==> src/verilog/lx_pkg.sv <==
// shared constants, types and register map for the line exposure sequencer
package lx_pkg;
  // register byte offsets
  localparam logic [7:0] CTRL_OFF = 8'h00;
  localparam logic [7:0] TICK_OFF = 8'h04;
  localparam logic [7:0] USEC_OFF = 8'h08;
  localparam logic [7:0] PERIOD_OFF = 8'h0C;
  localparam logic [7:0] LPF_OFF = 8'h10;
  localparam logic [7:0] CMD_OFF = 8'h14;
  localparam logic [7:0] STATUS_OFF = 8'h18;
  localparam logic [7:0] FRAMES_OFF = 8'h1C;
  // control field positions
  localparam int TRIG_SWITCH_BIT = 0;
  localparam int TIMED_BIT = 1;
  localparam int FALLING_BIT = 2;
  localparam int REPEAT_BIT = 3;
  localparam int RATE_EN_BIT = 4;
  // command and status field positions
  localparam int START_BIT = 0;
  localparam int STOP_BIT = 1;
  localparam int ACQ_BIT = 0;
  localparam int EXPOSING_BIT = 1;
  localparam int LINE_CNT_POS = 16;
  // field widths
  localparam int TICK_W = 17;
  localparam int RAW_W = 12;
  localparam int USEC_W = 21;
  localparam int PERIOD_W = 20;
  // exposure tick count limits and reset values
  localparam logic [RAW_W-1:0] RAW_MIN = 12'h001;
  localparam logic [RAW_W-1:0] RAW_MAX = 12'hFFF;
  localparam logic [TICK_W-1:0] TICK_RESET = 17'h00014;
  localparam logic [PERIOD_W-1:0] PERIOD_RESET = 20'h00000;
  localparam logic [15:0] LPF_RESET = 16'h0001;
  // microsecond field counts in 10 ns units, ten per tick
  localparam logic [USEC_W-1:0] USEC_PER_TICK = 21'h0000A;
  localparam logic [USEC_W-1:0] USEC_HALF_TICK = 21'h00005;
  // timing
  localparam int CLK_NS = 100;
  localparam int TICK_NS = 100;
  localparam int TICK_CYCLES = (TICK_NS / CLK_NS) < 1 ? 1 : (TICK_NS / CLK_NS);
  localparam int OVERHEAD_NS = 1000;
  localparam int OVERHEAD_TICKS = (OVERHEAD_NS + TICK_NS - 1) / TICK_NS;
  // packed control word
  typedef struct packed {
    logic rate_en;          // line rate setting in use
    logic repeated_frames;  // acquisition_behaviour: 1 repeated, 0 one frame
    logic falling;          // external edge selection
    logic timed;            // exposure_control_selection: timed
    logic trigger_switch;   // line start taken from outside
  } cfg_t;
  localparam cfg_t CFG_RESET = '{default: 1'b0};
  // sequencer states, one-hot
  typedef enum logic [2:0] {
    S_IDLE = 3'b001,
    S_WAIT = 3'b010,
    S_EXPOSE = 3'b100
  } seq_state_t;
endpackage : lx_pkg

==> src/verilog/exposure_tick_timer.sv <==
// 100 ns tick divider and exposure down-counter
module exposure_tick_timer import lx_pkg::*; (
  input wire logic clk_in,
  input wire logic rst_n_in,
  input wire logic load_in,
  input wire logic [TICK_W-1:0] ticks_in,
  output logic tick_out,
  output logic done_out
);
  logic [15:0] div_reg;     // cycles within one tick
  logic [TICK_W-1:0] cnt_reg; // exposure ticks left

  // divider restarts on load so the first tick is a whole one
  always_ff @(posedge clk_in or negedge rst_n_in) begin
    if (!rst_n_in) begin
      div_reg <= 16'h0000;
      tick_out <= 1'b0;
    end else if (load_in || div_reg == 16'(TICK_CYCLES - 1)) begin
      div_reg <= 16'h0000;
      tick_out <= !load_in;
    end else begin
      div_reg <= div_reg + 16'h0001;
      tick_out <= 1'b0;
    end
  end

  // down-counter loaded with the effective tick count
  always_ff @(posedge clk_in or negedge rst_n_in) begin
    if (!rst_n_in) begin
      cnt_reg <= '0;
      done_out <= 1'b0;
    end else if (load_in) begin
      cnt_reg <= ticks_in;
      done_out <= 1'b0;
    end else if (tick_out && cnt_reg != '0) begin
      cnt_reg <= cnt_reg - TICK_W'(1);
      done_out <= (cnt_reg == TICK_W'(1));
    end else begin
      done_out <= 1'b0;
    end
  end
endmodule : exposure_tick_timer

==> src/verilog/line_exposure_and_free_run_sequencer.sv <==
// line exposure timing and free-run line/frame sequencer
// Function
// - exposure equals tick count times 100 ns
// - tick count accepts 1 through 4095
// - settings time exposure when internal or timed
// - exposure also writable in microseconds
// - microsecond value rounds to nearest 100 ns
// - tick count change updates microsecond value
// - external timed exposure starts on chosen edge
// - trigger switch off: all triggers internal
// - lines paced by rate setting or maximum
// - lines grouped into frames of set height
// - one frame per start command
// - repeated frames until stop command
// - stop mid-frame sends partial frame
module line_exposure_and_free_run_sequencer import lx_pkg::*; #(
  parameter int LINE_W = 16
) (
  input wire logic clk_in,
  input wire logic rst_n_in,
  input wire logic [7:0] addr_in,
  input wire logic [31:0] wdata_in,
  input wire logic wr_in,
  input wire logic rd_in,
  output logic [31:0] rdata_out,
  input wire logic line_trigger_in,
  output logic exposure_out,
  output logic line_start_out,
  output logic frame_start_out,
  output logic frame_end_out,
  output logic partial_frame_out,
  output logic acquiring_out
);
  // line counter must fit the status field
  generate
    if (LINE_W < 1 || LINE_W > 16) begin : g_bad_width
      $error("LINE_W must be 1 to 16");
    end
  endgenerate

  logic rst_meta_reg;  // first reset stage
  logic rst_sync_reg;  // released reset used everywhere
  cfg_t cfg_reg;       // control word
  logic [TICK_W-1:0] ticks_reg;  // effective exposure tick count
  logic [PERIOD_W-1:0] period_reg;  // line_rate_setting as ticks per line
  logic [LINE_W-1:0] lpf_reg;    // lines per frame
  logic [31:0] frames_reg;       // completed frames
  seq_state_t state_reg;
  logic [LINE_W-1:0] line_cnt_reg;  // lines so far in this frame
  logic [PERIOD_W-1:0] since_reg;   // ticks since last line start
  logic stop_pend_reg;  // stop held until the open line ends
  logic trig_q_reg;     // previous external trigger level
  logic tick;
  logic exp_done;
  logic launch;
  logic [PERIOD_W-1:0] min_period;
  logic [PERIOD_W-1:0] target;
  logic start_cmd;
  logic stop_cmd;
  logic edge_seen;
  logic go;
  logic [USEC_W-1:0] usec_round;
  logic [TICK_W-1:0] usec_ticks;
  logic [LINE_W-1:0] line_cnt_inc;

  // two-stage reset release; only the second stage is used
  always_ff @(posedge clk_in or negedge rst_n_in) begin
    if (!rst_n_in) begin
      rst_meta_reg <= 1'b0;
      rst_sync_reg <= 1'b0;
    end else begin
      rst_meta_reg <= 1'b1;
      rst_sync_reg <= rst_meta_reg;
    end
  end

  // command strobes
  assign start_cmd = wr_in && addr_in == CMD_OFF && wdata_in[START_BIT];
  assign stop_cmd = wr_in && addr_in == CMD_OFF && wdata_in[STOP_BIT];

  // microsecond write: nearest whole tick, never zero
  assign usec_round = wdata_in[USEC_W-1:0] + USEC_HALF_TICK;
  assign usec_ticks = TICK_W'(usec_round / USEC_PER_TICK);

  // control register
  always_ff @(posedge clk_in or negedge rst_sync_reg) begin
    if (!rst_sync_reg) begin
      cfg_reg <= CFG_RESET;
    end else if (wr_in && addr_in == CTRL_OFF) begin
      cfg_reg.trigger_switch <= wdata_in[TRIG_SWITCH_BIT];
      cfg_reg.timed <= wdata_in[TIMED_BIT];
      cfg_reg.falling <= wdata_in[FALLING_BIT];
      cfg_reg.repeated_frames <= wdata_in[REPEAT_BIT];
      cfg_reg.rate_en <= wdata_in[RATE_EN_BIT];
    end
  end

  // one store for both exposure views keeps them consistent
  always_ff @(posedge clk_in or negedge rst_sync_reg) begin
    if (!rst_sync_reg) begin
      ticks_reg <= TICK_RESET;
    end else if (wr_in && addr_in == TICK_OFF) begin
      // out-of-range raw values are clamped into 1..4095
      if (wdata_in[31:RAW_W] != '0) begin
        ticks_reg <= TICK_W'(RAW_MAX);
      end else if (wdata_in[RAW_W-1:0] < RAW_MIN) begin
        ticks_reg <= TICK_W'(RAW_MIN);
      end else begin
        ticks_reg <= TICK_W'(wdata_in[RAW_W-1:0]);
      end
    end else if (wr_in && addr_in == USEC_OFF) begin
      // a value below half a tick would give zero; hold it at one tick
      if (usec_ticks == '0) begin
        ticks_reg <= TICK_W'(RAW_MIN);
      end else begin
        ticks_reg <= usec_ticks;
      end
    end
  end

  // line period and frame height
  always_ff @(posedge clk_in or negedge rst_sync_reg) begin
    if (!rst_sync_reg) begin
      period_reg <= PERIOD_RESET;
      lpf_reg <= LINE_W'(LPF_RESET);
    end else if (wr_in && addr_in == PERIOD_OFF) begin
      period_reg <= wdata_in[PERIOD_W-1:0];
    end else if (wr_in && addr_in == LPF_OFF) begin
      // a height of zero is taken as one line
      lpf_reg <= (wdata_in[LINE_W-1:0] == '0) ? LINE_W'(1) : wdata_in[LINE_W-1:0];
    end
  end

  // read port: data stand in the cycle after the strobe only
  always_ff @(posedge clk_in or negedge rst_sync_reg) begin
    if (!rst_sync_reg) begin
      rdata_out <= 32'h00000000;
    end else if (rd_in) begin
      case (addr_in)
        CTRL_OFF: begin
          rdata_out <= 32'(cfg_reg);
        end
        TICK_OFF: begin
          // raw view saturates when the microsecond view went beyond it
          rdata_out <= (ticks_reg > TICK_W'(RAW_MAX)) ? 32'(RAW_MAX) : 32'(ticks_reg);
        end
        USEC_OFF: begin
          rdata_out <= 32'(ticks_reg) * 32'(USEC_PER_TICK);
        end
        PERIOD_OFF: begin
          rdata_out <= 32'(period_reg);
        end
        LPF_OFF: begin
          rdata_out <= 32'(lpf_reg);
        end
        STATUS_OFF: begin
          rdata_out <= 32'(acquiring_out) << ACQ_BIT | 32'(exposure_out) << EXPOSING_BIT
                       | 32'(line_cnt_reg) << LINE_CNT_POS;
        end
        FRAMES_OFF: begin
          rdata_out <= frames_reg;
        end
        default: begin
          rdata_out <= 32'h00000000; // unmapped
        end
      endcase
    end else begin
      rdata_out <= 32'h00000000;
    end
  end

  // tick source and exposure down-counter
  exposure_tick_timer u_timer (
    .clk_in(clk_in),
    .rst_n_in(rst_sync_reg),
    .load_in(launch),
    .ticks_in(ticks_reg),
    .tick_out(tick),
    .done_out(exp_done)
  );

  // shortest line: exposure plus readout overhead
  assign min_period = PERIOD_W'(ticks_reg) + PERIOD_W'(OVERHEAD_TICKS);
  // slower of setting and maximum rate; disabled setting means maximum
  assign target = (cfg_reg.rate_en && period_reg > min_period) ? period_reg : min_period;

  // external edge detection
  always_ff @(posedge clk_in or negedge rst_sync_reg) begin
    if (!rst_sync_reg) begin
      trig_q_reg <= 1'b0;
    end else begin
      trig_q_reg <= line_trigger_in;
    end
  end
  assign edge_seen = cfg_reg.falling ? (trig_q_reg && !line_trigger_in) : (!trig_q_reg && line_trigger_in);
  // width-controlled external exposure is not served: such edges are ignored
  assign go = !cfg_reg.trigger_switch || (cfg_reg.timed && edge_seen);
  assign launch = state_reg == S_WAIT && !stop_cmd && !stop_pend_reg && since_reg >= target && go;
  assign line_cnt_inc = line_cnt_reg + LINE_W'(1);

  // ticks since last line start, saturating
  always_ff @(posedge clk_in or negedge rst_sync_reg) begin
    if (!rst_sync_reg) begin
      since_reg <= '1;
    end else if (launch) begin
      // launch edge and the tick lost to the timer reload both count for this line
      since_reg <= PERIOD_W'(2);
    end else if (state_reg == S_IDLE) begin
      since_reg <= '1; // first line leaves at once
    end else if (tick && since_reg != '1) begin
      since_reg <= since_reg + PERIOD_W'(1);
    end
  end

  // stop request waits for the line in exposure; in idle the clear beats a new stop
  always_ff @(posedge clk_in or negedge rst_sync_reg) begin
    if (!rst_sync_reg) begin
      stop_pend_reg <= 1'b0;
    end else if (stop_cmd && state_reg != S_IDLE) begin
      stop_pend_reg <= 1'b1;
    end else if (state_reg == S_IDLE) begin
      stop_pend_reg <= 1'b0;
    end
  end

  // acquisition sequencer
  always_ff @(posedge clk_in or negedge rst_sync_reg) begin
    if (!rst_sync_reg) begin
      state_reg <= S_IDLE;
      line_cnt_reg <= '0;
      frames_reg <= 32'h00000000;
      exposure_out <= 1'b0;
      line_start_out <= 1'b0;
      frame_start_out <= 1'b0;
      frame_end_out <= 1'b0;
      partial_frame_out <= 1'b0;
      acquiring_out <= 1'b0;
    end else begin
      line_start_out <= 1'b0;
      frame_start_out <= 1'b0;
      frame_end_out <= 1'b0;
      partial_frame_out <= 1'b0;
      case (state_reg)
        S_IDLE: begin
          // acquisition start is internal; the command arms it
          if (start_cmd && !stop_cmd) begin
            state_reg <= S_WAIT;
            line_cnt_reg <= '0;
            acquiring_out <= 1'b1;
          end
        end
        S_WAIT: begin
          if (stop_cmd || stop_pend_reg) begin
            // flush what the frame holds
            if (line_cnt_reg != '0) begin
              frame_end_out <= 1'b1;
              partial_frame_out <= 1'b1;
              frames_reg <= frames_reg + 32'h00000001;
            end
            line_cnt_reg <= '0;
            state_reg <= S_IDLE;
            acquiring_out <= 1'b0;
          end else if (launch) begin
            exposure_out <= 1'b1;
            line_start_out <= 1'b1;
            frame_start_out <= (line_cnt_reg == '0);
            state_reg <= S_EXPOSE;
          end
        end
        S_EXPOSE: begin
          if (exp_done) begin
            exposure_out <= 1'b0;
            if (line_cnt_inc == lpf_reg) begin
              // frame complete
              frame_end_out <= 1'b1;
              frames_reg <= frames_reg + 32'h00000001;
              line_cnt_reg <= '0;
              if (!cfg_reg.repeated_frames || stop_cmd || stop_pend_reg) begin
                state_reg <= S_IDLE;
                acquiring_out <= 1'b0;
              end else begin
                state_reg <= S_WAIT;
              end
            end else begin
              line_cnt_reg <= line_cnt_inc;
              state_reg <= S_WAIT;
            end
          end
        end
        default: begin
          state_reg <= S_IDLE;
          exposure_out <= 1'b0;
          acquiring_out <= 1'b0;
        end
      endcase
    end
  end
endmodule : line_exposure_and_free_run_sequencer

==> config.mk <==
export PLATFORM = sky130hd
export DESIGN_NAME = line_exposure_and_free_run_sequencer
export DESIGN_NICKNAME = d
export VERILOG_FILES = /design/src/verilog/lx_pkg.sv /design/src/verilog/exposure_tick_timer.sv /design/src/verilog/line_exposure_and_free_run_sequencer.sv
export SDC_FILE = /design/constraint.sdc
export NUM_CORES = 1
export LEC_CHECK = 0
export BUFFER_PORTS_ARGS = -buffer_cell sky130_fd_sc_hd__buf_2
export CORE_AREA = 2 2 271 246
export DETAILED_ROUTE_END_ITERATION = 8
export DIE_AREA = 0 0 273 248
export PLACE_DENSITY = 0.39
export SYNTH_ARGS = -nofsm -noshare
export SYNTH_HDL_FRONTEND = slang
export SYNTH_SLANG_ARGS = --single-unit
==> constraint.sdc <==
create_clock -name clk_in -period 17.3 [get_ports clk_in]
set_input_delay 0.865 -clock clk_in [delete_from_list [all_inputs] [get_ports clk_in]]
set_output_delay 0.865 -clock clk_in [all_outputs]
set_load 0.1 [all_outputs]
==> reports/results.txt <==
Result of the run -> finished clean
Combinational share of power -> 36.4%
Synthesized Nets -> 1811
Port Buffers -> 82
Area of the mapped netlist -> 0.0148 mm2
Sequential share of power -> 33.7%
FF-to-FF End -> state_reg[1]
Standard cell with the maximum stage delay on the critical path -> sky130_fd_sc_hd__dfstp_2
Largest net degree at the start of global routing -> 146
Ys Warns -> 0
H-tree lvl count -> 1
Post-synthesis to final-layout area growth -> 14.5%
ANT nets after route -> 0
Clock network fraction of total power -> 30.0%
Clock latency of the later-clocked register in the worst-skew pair -> 550 ps
Final setup violating endpoints -> 0
Final period utilization -> 51.1%
Reg-to-reg slack, setup -> 8460 ps
Setup repair after global routing missed its margin -> false
Post-Syn Instances -> 1685
Dominant cell type by area after synthesis -> sky130_fd_sc_hd__dfrtp_1
Post_cts resized -> 0
Die Y -> 248 um
Critical Path Source Type -> flop
Initial antenna violation count -> 1
Final count of pins violating max slew -> 0
Fraction of met3 tracks used by global routing -> 1.64%
Remaining max-slew budget at the tightest pin -> 16.7%
Largest cells by area after synthesis -> sky130_fd_sc_hd__dfrtp_1, sky130_fd_sc_hd__ha_1, sky130_fd_sc_hd__xnor2_1
FF+latch count, synth -> 206
Maximum clock frequency -> 0.113 GHz
Per-cell routed wire length -> 19.4 um
Post-detail-place hpwl -> 38200 um
Slew @ Worst Pin -> 1240 ps
Avg Vias per Cell -> 4.98
Areal power density over the cells -> 112 mW/mm2
Switching part of the total power -> 39.0%
Worst setup path class -> reg -> reg
Commonest cells after routing, fill and taps aside -> sky130_fd_sc_hd__dfrtp_1, sky130_fd_sc_hd__nor2_1, sky130_fd_sc_hd__nand2_1, sky130_fd_sc_hd__o21ai_0, sky130_fd_sc_hd__xnor2_1
Placer's final routability congestion estimate -> 0.848
Max IR drop VDD -> 0.0998 mV
Vias in the first global route -> 12800
Setup Fix Bufs, Post-CTS -> 0
Count of nets after finishing -> 1853
Number of remaining DRC errors -> 0
Vias -> 13000
Global router's overall resource usage -> 14.8%
Routed WL -> 50800 um
Cts hold-fix bufs -> 0
Core outline area -> 0.0650 mm2
Total Neg Setup Slack -> 0 ps
CTS max path bufs -> 3
Synth Area per Inst -> 8.80 um2
EDFF count, synth -> 0
Number of cell rows -> 89
CTS tree -> done
Leakage power of the design -> 0.00702 uW
Global-route met1 utilization -> 22.5%
Primary FF master, synth -> sky130_fd_sc_hd__dfrtp_1
Hold Violations, Final -> 0
Critical path capture point type -> flop
Highest cell delay on the worst timing path -> 630 ps
Busiest layer in global routing -> met2
Number of detailed-route iterations in the first pass -> 7
# clock sinks -> 206
Length in cells of the worst reg-to-reg path -> 41
Met2 track utilization from global routing -> 22.7%
Number of different library cells in the post-synthesis netlist -> 108
Overall die width -> 273 um
Internal portion of total power -> 1150 uW
Type of the most critical hold path -> in -> async
Endpoint arrival time on the critical path -> 9280 ps
Total power of the final layout -> 1890 uW
# IOs -> 83
Data required time of the critical path -> 17740 ps
Remaining global-route overflow -> 0
Global-route wire length before repair -> 78800 um
Most repeated library cell on the critical path -> sky130_fd_sc_hd__a21o_1
Clock edge transition at the registers on the reported setup and hold paths -> 60 ps
Share of the yosys chip area belonging to registers -> 35.0%
Area enclosed by the die boundary -> 0.0677 mm2
Share of flip-flops with an asynchronous set or reset after synthesis -> 100%
Initial cell density of the core -> 22.8%
Most frequent standard cell in the layout excluding fill and tap cells -> sky130_fd_sc_hd__dfrtp_1
Worst reg2reg startpoint -> ticks_reg[2]
Final critical delay including setup and external delays -> 8840 ps
Root buffer selected by CTS -> sky130_fd_sc_hd__clkbuf_16
Layout Skew -> 20.4 ps
Share of the synthesized area in the top cell type -> 30.7%
Switching power of the nets -> 740 uW
Num CTS Buffers -> 26
Max-cap violation count -> 0
Largest driver fanout on the critical path -> 46
Initial DRC count -> 980
Share of final-layout standard cells stronger than drive strength 1 -> 14.0%
[metal layers]
metal,up-vias,wire length [um],share of wire (%)
met5,-,0,0
met4,0,768,1.5
met3,44,2220,4.4
met2,297,21700,43
met1,6417,26000,51
li1,6266,-,-
[metrics by stage]
stage | cell area (um2) | worst slack [ps] | cells | utilization (%) | hold WS, ps
after floorplan | 14800 | 10290 | 1685 | - | 331
after global placement | 16100 | 8690 | 2563 | 24.7 | 334
after detailed placement | 16100 | 8510 | 2563 | 24.7 | 337
after CTS | 17000 | 8490 | 2611 | 26.1 | 57.0
after global routing | 17000 | 7830 | 2611 | 26.1 | 71.3
final | 17000 | 8460 | 2613 | 26.1 | 88.2
[power by group through the flow]
stage                     Clock [uW]  Sequential, uW  Combinational (uW)
after floorplan                    0             634                 517
after global routing             606             647                 771
final                            568             638                 689
after detailed placement           0             647                 685
after global placement             0             646                 682
after CTS                        588             639                 689
[worst max-delay path, delay by kind of cell, from the launching register on]
kind                       cells  cell delay (ps)
DFF                            1              630
adders and majority gates      3              870
buffers and inverters          3              640
and+or+nand+nor                9             1860
muxes                          1              410
AOI/OAI and AO/OA             25             4300
[cells by family after synthesis]
logic type | share of synthesized area [%]
and+or+nand+nor | 20.6
AOI/OAI and AO/OA | 20.3
DFF | 35.0
xor gates and xnor gates | 10.3
buffers and inverters | 3.53
adders and majority gates | 7.09
muxes | 3.16
other | 0.0253
[cell usage after synthesis (24+ instances only)]
cell type / count
sky130_fd_sc_hd__a21o_1: 36
sky130_fd_sc_hd__a21oi_1: 94
sky130_fd_sc_hd__a31oi_1: 29
sky130_fd_sc_hd__and3_1: 29
sky130_fd_sc_hd__clkbuf_1: 52
sky130_fd_sc_hd__dfrtp_1: 182
sky130_fd_sc_hd__dfstp_2: 24
sky130_fd_sc_hd__ha_1: 80
sky130_fd_sc_hd__inv_1: 38
sky130_fd_sc_hd__mux2_2: 39
sky130_fd_sc_hd__nand2_1: 148
sky130_fd_sc_hd__nand3_1: 68
sky130_fd_sc_hd__nand4_1: 31
sky130_fd_sc_hd__nor2_1: 162
sky130_fd_sc_hd__nor3_1: 40
sky130_fd_sc_hd__nor4_1: 31
sky130_fd_sc_hd__o21ai_0: 108
sky130_fd_sc_hd__xnor2_1: 107
sky130_fd_sc_hd__xor2_1: 66
[layout make-up]
type | instances | area (um2)
multi-input cells | 1357 | 9130
repair buffers | 97 | 536
fillers | 7054 | 48100
diodes | 2 | 5.00
well taps | 864 | 1080
flip-flops and latches | 206 | 5190
inverters | 39 | 146
clock buffers | 40 | 764
clock inverters | 8 | 121
[worst max-delay path by stage]
| stage | from | end | slack [ps] | cells past startpoint |
|---|---|---|---|---|
| global route | ticks_reg[4] | state_reg[1] | 7830 | 41 |
| global placement | ticks_reg[4] | state_reg[1] | 8690 | 41 |
| CTS | ticks_reg[1] | state_reg[1] | 8490 | 41 |
| finish | ticks_reg[2] | state_reg[1] | 8460 | 41 |
| detailed placement | ticks_reg[1] | state_reg[1] | 8510 | 41 |
| floorplan | ticks_reg[4] | since_reg[10] | 10290 | 40 |
No activity file was read; power rests on OpenSTA's default activity.
